<file path="config.mk">
export PLATFORM = sky130hd
export DESIGN_NAME = ssc_top
export DESIGN_NICKNAME = d
export VERILOG_FILES = /design/src/design/ssc_pkg.sv /design/src/design/ssc_top.sv
export SDC_FILE = /design/constraint.sdc
export NUM_CORES = 2
export LEC_CHECK = 0
export BUFFER_PORTS_ARGS = -buffer_cell sky130_fd_sc_hd__buf_2
export CAP_MARGIN = 15
export CORE_ASPECT_RATIO = 1.1
export CORE_MARGIN = 5
export CORE_UTILIZATION = 40
export DETAILED_ROUTE_END_ITERATION = 12
export PLACE_DENSITY_LB_ADDON = 0.12
export SYNTH_ARGS = -nofsm -noshare
export SYNTH_HDL_FRONTEND = slang
export SYNTH_SLANG_ARGS = --single-unit
</file>
<file path="constraint.sdc">
create_clock -name hclk -period 144.6 [get_ports hclk]
set_input_delay 28.92 -clock hclk [delete_from_list [all_inputs] [get_ports hclk]]
set_output_delay 28.92 -clock hclk [all_outputs]
set_load 0.1 [all_outputs]
</file>
<file path="src/design/ssc_pkg.sv">
// Constants, register map and state type of the sampling sync controller.
package ssc_pkg;

  ////////////////////////////////////////////////////////////////////////
  // Clock and timing.
  localparam int unsigned CLK_HZ    = 100_000_000;      // Core clock rate in Hz.
  localparam real         PULSE_MS  = 1.95;             // Sync pulse width in ms.
  localparam int unsigned PULSE_CYC_DEF =
    int'($ceil(PULSE_MS * real'(CLK_HZ) / 1000.0));     // Pulse width in cycles.
  localparam int unsigned SYS_HZ    = 1;                // System-data rate in Hz.
  localparam int unsigned SYS_CYC_DEF = CLK_HZ / SYS_HZ; // System-data period.

  ////////////////////////////////////////////////////////////////////////
  // Data widths.
  localparam int MEAS_W = 16;                           // Measurement width.
  localparam int SUM_W  = 32;                           // Accumulator width.
  localparam int CNT_W  = 16;                           // Window count width.

  ////////////////////////////////////////////////////////////////////////
  // Register byte offsets.
  localparam logic [7:0] REG_CTRL   = 8'h00;            // Control.
  localparam logic [7:0] REG_INTV   = 8'h04;            // Interval in cycles.
  localparam logic [7:0] REG_BURST  = 8'h08;            // Intervals per burst.
  localparam logic [7:0] REG_STATUS = 8'h0c;            // Status, read only.
  localparam logic [7:0] REG_SAMPLE = 8'h10;            // Last sample, read only.

  // Control fields.
  localparam int CTRL_RUN   = 0;                        // Arm or start collection.
  localparam int CTRL_END   = 1;                        // 1 end, 0 mid pulses.
  localparam int CTRL_START = 2;                        // Start on trigger.
  localparam int CTRL_SAMP  = 3;                        // Sample on trigger.
  localparam int CTRL_BURST = 4;                        // Burst operation.
  localparam int CTRL_W     = 5;                        // Control width.

  // Reset values.
  localparam logic [CTRL_W-1:0] CTRL_RST  = 5'h00;
  localparam logic [31:0]       INTV_RST  = 32'h002f_af08; // 32 Hz interval.
  localparam logic [15:0]       BURST_RST = 16'h0000;

  ////////////////////////////////////////////////////////////////////////
  // Sequencer states, Gray coded along the usual path.
  typedef enum logic [2:0] {
    ST_IDLE   = 3'h0,
    ST_HEADER = 3'h1,
    ST_SYSDAT = 3'h3,
    ST_WAIT   = 3'h2,
    ST_RUN    = 3'h6
  } ssc_state_type;

endpackage : ssc_pkg

</file>
<file path="src/design/ssc_top.sv">
// Sampling sync controller with an AHB-Lite register slave.
`timescale 1ns/1ps
// What this block does
// RULE1: Each output pulse is high 1.95 ms.
// RULE2: Mid scheme pulses at interval midpoint.
// RULE3: End scheme pulses at interval completion.
// RULE4: One extra pulse when sampling starts.
// RULE5: Untriggered mode ignores input, software starts.
// RULE6: Trigger mode starts on input rising edge.
// RULE7: After start, further edges are ignored.
// RULE8: Per-sample triggering needs start-on-trigger enabled.
// RULE9: First edge no sample; second edge first.
// RULE10: Each sample averages since previous edge.
// RULE11: Trigger edges no faster than configured rate.
// RULE12: Start edge launches own-clock 1 Hz system data.
// RULE13: Header, one system sample, then await trigger.
// RULE14: Burst repeats header, sample, wait each burst.
// RULE15: No input filtering; any edge triggers.
// RULE16: Two-stage synchroniser, compare successive samples.
module ssc_top #(
  parameter int unsigned PULSE_CYC = ssc_pkg::PULSE_CYC_DEF, // Pulse width.
  parameter int unsigned SYS_CYC   = ssc_pkg::SYS_CYC_DEF    // 1 Hz period.
) (
  // Clock and reset.
  input  wire logic                      hclk,
  input  wire logic                      hresetn,
  // AHB-Lite slave.
  input  wire logic                      hsel,
  input  wire logic [31:0]               haddr,
  input  wire logic [1:0]                htrans,
  input  wire logic                      hwrite,
  input  wire logic [2:0]                hsize,
  input  wire logic [31:0]               hwdata,
  input  wire logic                      hready,
  output logic      [31:0]               hrdata,
  output logic                           hreadyout,
  output logic                           hresp,
  // Sync pins.
  input  wire logic                      sync_in,
  output logic                           trigger_pulse_output,
  // Measurement stream.
  input  wire logic                      meas_valid,
  input  wire logic [ssc_pkg::MEAS_W-1:0] meas_data,
  // Data product strobes.
  output logic                           sample_valid,
  output logic      [ssc_pkg::MEAS_W-1:0] sample_data,
  output logic                           header_strobe,
  output logic                           sysdata_strobe,
  output logic                           collecting
);

  ////////////////////////////////////////////////////////////////////////
  // Declarations.
  ssc_pkg::ssc_state_type      state_ff;      // Sequencer state.
  ssc_pkg::ssc_state_type      nxt_state;     // Next state.
  logic [ssc_pkg::CTRL_W-1:0]  ctrl_ff;       // Control register.
  logic [31:0]                 intv_ff;       // Interval length.
  logic [15:0]                 burst_ff;      // Intervals per burst.
  logic                        wr_pend_ff;    // Write data phase pending.
  logic [7:0]                  wr_addr_ff;    // Latched write offset.
  logic [31:0]                 hrdata_ff;     // Read data.
  logic                        sync_s1_ff;    // Synchroniser stage one.
  logic                        sync_s2_ff;    // Synchroniser stage two.
  logic                        sync_s3_ff;    // Previous synced sample.
  logic [31:0]                 intv_cnt_ff;   // Position in interval.
  logic [31:0]                 pulse_cnt_ff;  // Pulse cycles left.
  logic [31:0]                 nxt_pulse;     // Next pulse count.
  logic                        trig_ff;       // Registered pulse pin.
  logic [31:0]                 sys_cnt_ff;    // System-data timer.
  logic [15:0]                 burst_cnt_ff;  // Intervals in burst.
  logic [ssc_pkg::SUM_W-1:0]   acc_sum_ff;    // Window sum.
  logic [ssc_pkg::CNT_W-1:0]   acc_cnt_ff;    // Window sample count.
  logic                        smp_vld_ff;    // Sample strobe.
  logic [ssc_pkg::MEAS_W-1:0]  smp_data_ff;   // Sample value.
  logic                        hdr_ff;        // Header strobe.
  logic                        sys_ff;        // System-data strobe.

  ////////////////////////////////////////////////////////////////////////
  // Bus decode and register selects.
  wire        take    = hsel & hready & htrans[1];
  wire        wr_ctrl = wr_pend_ff & (wr_addr_ff == ssc_pkg::REG_CTRL);
  wire        wr_intv = wr_pend_ff & (wr_addr_ff == ssc_pkg::REG_INTV);
  wire        wr_brst = wr_pend_ff & (wr_addr_ff == ssc_pkg::REG_BURST);
  wire [7:0]  ra      = haddr[7:0];
  wire [31:0] status  = {12'h000, burst_cnt_ff, state_ff, collecting};
  // Unmapped offsets read as zero.
  wire [31:0] rd_mux  =
    (ra == ssc_pkg::REG_CTRL)   ? {27'h0000000, ctrl_ff} :
    (ra == ssc_pkg::REG_INTV)   ? intv_ff :
    (ra == ssc_pkg::REG_BURST)  ? {16'h0000, burst_ff} :
    (ra == ssc_pkg::REG_STATUS) ? status :
    (ra == ssc_pkg::REG_SAMPLE) ? {16'h0000, smp_data_ff} : 32'h0000_0000;

  // Control fields.
  wire run       = ctrl_ff[ssc_pkg::CTRL_RUN];
  wire end_sch   = ctrl_ff[ssc_pkg::CTRL_END];
  wire start_trg = ctrl_ff[ssc_pkg::CTRL_START];
  // Per-sample only counts with start-on-trigger set. [RULE8]
  wire per       = ctrl_ff[ssc_pkg::CTRL_SAMP] & start_trg;
  wire burst_en  = ctrl_ff[ssc_pkg::CTRL_BURST];

  // Zero wait states and always OKAY.
  assign hreadyout = 1'b1;
  assign hresp     = 1'b0;
  assign hrdata    = hrdata_ff;

  ////////////////////////////////////////////////////////////////////////
  // Address phase capture; the write lands one edge later.
  always_ff @(posedge hclk or negedge hresetn) begin
    if (!hresetn) begin
      wr_pend_ff <= 1'b0;
      wr_addr_ff <= 8'h00;
      hrdata_ff  <= 32'h0000_0000;
    end else begin
      wr_pend_ff <= take & hwrite;
      if (take) begin
        wr_addr_ff <= ra;
      end
      // Read data is sampled at address phase so it stands all data phase.
      if (take & ~hwrite) begin
        hrdata_ff <= rd_mux;
      end
    end
  end

  // Software registers.
  always_ff @(posedge hclk or negedge hresetn) begin
    if (!hresetn) begin
      ctrl_ff  <= ssc_pkg::CTRL_RST;
      intv_ff  <= ssc_pkg::INTV_RST;
      burst_ff <= ssc_pkg::BURST_RST;
    end else begin
      if (wr_ctrl) begin
        ctrl_ff <= hwdata[ssc_pkg::CTRL_W-1:0];
      end
      if (wr_intv) begin
        intv_ff <= hwdata;
      end
      if (wr_brst) begin
        burst_ff <= hwdata[15:0];
      end
    end
  end

  ////////////////////////////////////////////////////////////////////////
  // Sync input: plain two-stage synchroniser, no glitch filter, so a
  // noise spike that survives the pins is a real trigger. [RULE15] [RULE16]
  always_ff @(posedge hclk or negedge hresetn) begin
    if (!hresetn) begin
      sync_s1_ff <= 1'b0;
      sync_s2_ff <= 1'b0;
      sync_s3_ff <= 1'b0;
    end else begin
      sync_s1_ff <= sync_in;
      sync_s2_ff <= sync_s1_ff;
      sync_s3_ff <= sync_s2_ff;
    end
  end

  wire edge_in  = sync_s2_ff & ~sync_s3_ff;     // Rising edge. [RULE16]

  ////////////////////////////////////////////////////////////////////////
  // Interval timing terms.
  wire in_run   = (state_ff == ssc_pkg::ST_RUN);
  wire intv_end = in_run & (intv_cnt_ff == intv_ff - 32'd1);
  wire intv_mid = in_run & (intv_cnt_ff == {1'b0, intv_ff[31:1]});
  wire burst_done = burst_en & intv_end & (burst_ff != 16'h0000) &
                    (burst_cnt_ff == burst_ff - 16'd1);

  ////////////////////////////////////////////////////////////////////////
  // Sequencer: header, one system sample, optional wait, then run.
  always_comb begin
    nxt_state = state_ff;
    case (state_ff)
      ssc_pkg::ST_IDLE: begin
        if (run) begin
          nxt_state = ssc_pkg::ST_HEADER;
        end
      end
      ssc_pkg::ST_HEADER: begin
        nxt_state = ssc_pkg::ST_SYSDAT;            // [RULE13]
      end
      ssc_pkg::ST_SYSDAT: begin
        // Untriggered mode never looks at the pin. [RULE5] [RULE13]
        nxt_state = start_trg ? ssc_pkg::ST_WAIT : ssc_pkg::ST_RUN;
      end
      ssc_pkg::ST_WAIT: begin
        if (edge_in) begin
          nxt_state = ssc_pkg::ST_RUN;             // [RULE6]
        end
      end
      ssc_pkg::ST_RUN: begin
        // Each new burst goes through the whole start-up again. [RULE14]
        if (burst_done) begin
          nxt_state = ssc_pkg::ST_HEADER;
        end
      end
      default: begin
        nxt_state = ssc_pkg::ST_IDLE;
      end
    endcase
    // Clearing the run bit aborts from any state.
    if (!run) begin
      nxt_state = ssc_pkg::ST_IDLE;
    end
  end

  wire go_run = (nxt_state == ssc_pkg::ST_RUN) & ~in_run;

  always_ff @(posedge hclk or negedge hresetn) begin
    if (!hresetn) begin
      state_ff <= ssc_pkg::ST_IDLE;
    end else begin
      state_ff <= nxt_state;
    end
  end

  ////////////////////////////////////////////////////////////////////////
  // Interval and burst counters restart with each start of sampling.
  always_ff @(posedge hclk or negedge hresetn) begin
    if (!hresetn) begin
      intv_cnt_ff  <= 32'h0000_0000;
      burst_cnt_ff <= 16'h0000;
    end else if (go_run || !in_run) begin
      intv_cnt_ff  <= 32'h0000_0000;
      burst_cnt_ff <= 16'h0000;
    end else if (intv_end) begin
      intv_cnt_ff  <= 32'h0000_0000;
      burst_cnt_ff <= burst_cnt_ff + 16'd1;
    end else begin
      intv_cnt_ff  <= intv_cnt_ff + 32'd1;
    end
  end

  ////////////////////////////////////////////////////////////////////////
  // Output pulse: the start of sampling plus one per interval at the
  // chosen point. An interval shorter than the pulse merges pulses.
  wire pulse_sched = end_sch ? intv_end : intv_mid;  // [RULE2] [RULE3]
  wire fire        = go_run | pulse_sched;           // [RULE4]

  // Each pulse reloads the full width. [RULE1]
  assign nxt_pulse = fire ? PULSE_CYC :
                     (pulse_cnt_ff != 32'd0) ? pulse_cnt_ff - 32'd1 : 32'd0;

  always_ff @(posedge hclk or negedge hresetn) begin
    if (!hresetn) begin
      pulse_cnt_ff <= 32'h0000_0000;
      trig_ff      <= 1'b0;
    end else begin
      pulse_cnt_ff <= nxt_pulse;
      trig_ff      <= (nxt_pulse != 32'd0);     // [RULE1]
    end
  end

  assign trigger_pulse_output = trig_ff;

  ////////////////////////////////////////////////////////////////////////
  // System data runs from the local timer, never from the pin. [RULE12]
  wire sys_tick = in_run & (sys_cnt_ff == SYS_CYC - 1);

  always_ff @(posedge hclk or negedge hresetn) begin
    if (!hresetn) begin
      sys_cnt_ff <= 32'h0000_0000;
    end else if (go_run || !in_run || sys_tick) begin
      sys_cnt_ff <= 32'h0000_0000;                // [RULE12]
    end else begin
      sys_cnt_ff <= sys_cnt_ff + 32'd1;
    end
  end

  ////////////////////////////////////////////////////////////////////////
  // Sample points: pin edges in per-sample mode, else interval ends.
  // Outside per-sample mode running ignores the pin entirely. [RULE7]
  // The source must not outpace the interval. [RULE11]
  wire sample_pt = in_run & (per ? edge_in : intv_end);  // [RULE9]
  wire [ssc_pkg::SUM_W-1:0] div_w =
    acc_sum_ff / {{(ssc_pkg::SUM_W-ssc_pkg::CNT_W){1'b0}}, acc_cnt_ff};
  // An empty window reports zero rather than dividing by zero.
  wire [ssc_pkg::MEAS_W-1:0] avg_w = (acc_cnt_ff == 16'h0000) ?
    16'h0000 : div_w[ssc_pkg::MEAS_W-1:0];             // [RULE10]
  wire [ssc_pkg::SUM_W-1:0] meas_ext =
    {{(ssc_pkg::SUM_W-ssc_pkg::MEAS_W){1'b0}}, meas_data};

  // The start edge opens the first window and emits nothing. [RULE9]
  always_ff @(posedge hclk or negedge hresetn) begin
    if (!hresetn) begin
      acc_sum_ff <= 32'h0000_0000;
      acc_cnt_ff <= 16'h0000;
    end else if (go_run) begin
      acc_sum_ff <= 32'h0000_0000;
      acc_cnt_ff <= 16'h0000;
    end else if (sample_pt) begin
      // A measurement in the closing cycle opens the next window. [RULE10]
      acc_sum_ff <= meas_valid ? meas_ext : 32'h0000_0000;
      acc_cnt_ff <= {15'h0000, meas_valid};
    end else if (in_run && meas_valid) begin
      acc_sum_ff <= acc_sum_ff + meas_ext;
      acc_cnt_ff <= acc_cnt_ff + 16'd1;
    end
  end

  // Registered data products.
  always_ff @(posedge hclk or negedge hresetn) begin
    if (!hresetn) begin
      smp_vld_ff  <= 1'b0;
      smp_data_ff <= 16'h0000;
      hdr_ff      <= 1'b0;
      sys_ff      <= 1'b0;
    end else begin
      smp_vld_ff <= sample_pt;
      if (sample_pt) begin
        smp_data_ff <= avg_w;
      end
      hdr_ff <= (state_ff == ssc_pkg::ST_HEADER);   // [RULE13]
      sys_ff <= (state_ff == ssc_pkg::ST_SYSDAT) | sys_tick; // [RULE13]
    end
  end

  assign sample_valid   = smp_vld_ff;
  assign sample_data    = smp_data_ff;
  assign header_strobe  = hdr_ff;
  assign sysdata_strobe = sys_ff;
  assign collecting     = in_run;
endmodule // ssc_top

</file>
==> reports/metrics.cfg <==
[outcome]
outcome = complete, no violations

[grt]
grtUsageTotal_pct = 21.6
grt_pass1_vias = 34200
grt_max_degree = 84
grt_antenna_before_repair = 7
overflow = 0
grt_first_pass_wirelength_mm = 182

[logic_synthesis]
synth_top_area_share_pct = 17.8
ys_types = 115
yosysMostFrequentCell = nor2_1
synth.ff_latch_count = 280
synthFlopType = dfrtp_1
seq_area_frac_synth_pct = 18.7
syn_area_per_cell_um2 = 7.75
synth_edf_count = 0
synth.top_cells.by_area = dfrtp_1, ha_1, xnor2_1, nor2_1, nand2_1
synth_warnings = 0
syn_nets = 5360
yosysTopAreaCell = dfrtp_1
ys_async_sr_fraction_pct = 100
synth_cells = 4849
synth_commonest_cells = nor2_1, nand2_1, ha_1
synth.cell_area_um2 = 37600

[sta]
fmax_mhz = 9.71
worst_pin_slew_ns = 1.14
hold_slack_ns = 0.349
setup_viol = 0
timing.final.ws_setup_ns = 41.64
hold_viol_final = 0
tns_ns = 0
period_share_pct = 71.2
relSlewSlack_pct = 23.6
fin_crit_ns = 102.96
rsz0062_at_grt = no
fin_worst_skew_ns = 0.0144
drv_slew = 0

[floorplanning]
initial_core_util_pct = 40.1
die_h_um = 332
core_um2 = 93800
dieArea_um2 = 100000
pin_count = 147
die_x_um = 302
num_rows = 118

[placement]
place_congestion = 0.871
pre_cts_ws_ns = 42.17
port_buffers = 116
place_hpwl_mm = 87.6

[worst_setup_path]
crit_type = reg -> reg
critPathSlowestCell = or4_1
cp_max_fo = 37
crit_path_frequent_cell = o21a_1
cp-end-kind = register
crit_arrival_ns = 103.40
max_stage_delay_ns = 0.89
cp_data_required_time_ns = 145.04
start_kind = register

[route]
routed_via_density = 5.80
drtIter0Drc = 1970
vias = 35600
wl_per_cell_um = 18.5
ant_nets = 0
firstDrtPassIters = 8
route.detailed.drc = 0
routed_wirelength_mm = 113

[cts]
cts_buffer_depth = 3
clk_pin_slew_ns = 0.06
post_cts_buffers = 0
ctsHoldBuffers = 0
cts_buffers = 31
ctsRootBufferMaster = clkbuf_16
cts_resized = 0
cts_sinks = 280
cts_tree = built
h-tree-depth = 1
clock_latency_ns = 0.58

[cells_and_area]
fillerInstances = 9648
area_growth_pct = 7.63
multiInputGateArea_um2 = 29400
final_util_pct = 43.1
nets = 5366
drive_above_1_share_pct = 10.5
seqCellArea_um2 = 7020

[worst_hold_path]
hp-class = reg -> reg

[run]
drv_cap = 0

==> metrics by stage <==
step / instance area, um^2 / instances
detailed placement: 39400 / 6080
finish: 40500 / 6142
global route: 40400 / 6140
global placement: 39400 / 6080
floorplan: 37600 / 4849
CTS: 40400 / 6136
==> routing by layer <==
layer	routed length, um	vias up	part of all wire, %	GRT usage [%]
li1	-	18100	-	-
met4	2630	2	2.3	4.96
met1	54800	16900	48	30.0
met2	52200	526	46	36.7
met3	3860	137	3.4	1.62
met5	13	-	0.011	0
==> registers in the layout (all words and copies together) (netlist names), 8 cells and up <==
| signal | cells |
|---|---|
| acc_sum_ff | 32 |
| hrdata | 32 |
| intv_cnt_ff | 32 |
| intv_ff | 32 |
| pulse_cnt_ff | 32 |
| sys_cnt_ff | 32 |
| acc_cnt_ff | 16 |
| burst_cnt_ff | 16 |
| burst_ff | 16 |
| sample_data | 16 |
| wr_addr_ff | 8 |
==> worst max-delay path, delay by kind of cell, from the launching register on <==
| family | cells | cell delay, ns |
|---|---|---|
| AO/OA/AOI/OAI | 267 | 60.89 |
| AND/OR/NAND/NOR | 111 | 25.87 |
| adder cells (fa/ha/maj) | 31 | 9.16 |
| buffers and inverters | 21 | 4.40 |
| multiplexers | 5 | 1.50 |
| flip-flops | 1 | 0.56 |
==> cell families (layout without fill, tap and decap cells) <==
group,Yosys count,count (layout),share of synthesized area [%]
and+or+nand+nor,1929,1929,25.1
AOI/OAI and AO/OA,1341,1341,24.4
adders and majority gates,419,419,14.0
xor gates and xnor gates,380,380,8.85
buffers and inverters,300,329,3.16
DFF,280,280,18.7
muxes,198,198,5.86
other,2,6,0.0200
==> final timing paths <==
| path | startpoint | cells past startpoint | slack, ns | end |
|---|---|---|---|---|
| setup reg to reg | acc_cnt_ff[15] | 435 | 41.64 | sample_data[0] |
| hold reg to reg | sync_s1_ff | 0 | 0.35 | sync_s2_ff |
| hold / removal | sync_s1_ff | 0 | 0.35 | sync_s2_ff |
| setup / recovery | acc_cnt_ff[15] | 435 | 41.64 | sample_data[0] |
| min in group asynchronous | hresetn | 1 | 28.35 | sys_cnt_ff[17] |
| max in group asynchronous | hresetn | 2 | 114.86 | pulse_cnt_ff[4] |
==> cell type report <==
type | instances | area share, %
antenna | 4 | 0.0247
clock buffer | 39 | 2.17
clock inverter | 17 | 0.362
inverter | 101 | 0.937
multi-input combinational | 4269 | 72.7
sequential | 280 | 17.4
tap | 1260 | 3.90
timing repair buffer | 172 | 2.53
==> layout by cell type (no fill, tap or decap), drive strengths merged, types with 16 or more instances in the layout <==
cell	instances
inv	99
o2111ai	16
nand4	65
mux2	156
nor4	46
nand3	142
o21a	217
and4	18
o31ai	121
a21o	72
a31oi	51
nand3b	19
o21bai	16
a21oi	278
nor2b	43
o21ai	249
o211a	17
ha	418
nand2b	48
buf	172
nand2	463
nor2	495
clkbuf	39
dfrtp	268
nor3	285
a21boi	20
xor2	145
and3	65
xnor2	235
a211oi	40
o211ai	48
mux2i	41
and2	54
or2	61
or4	19
or3	64
Power is left out: the tool's default activity adds up to more than one toggle a clock period on the data nets, which glitch-free logic cannot reach.
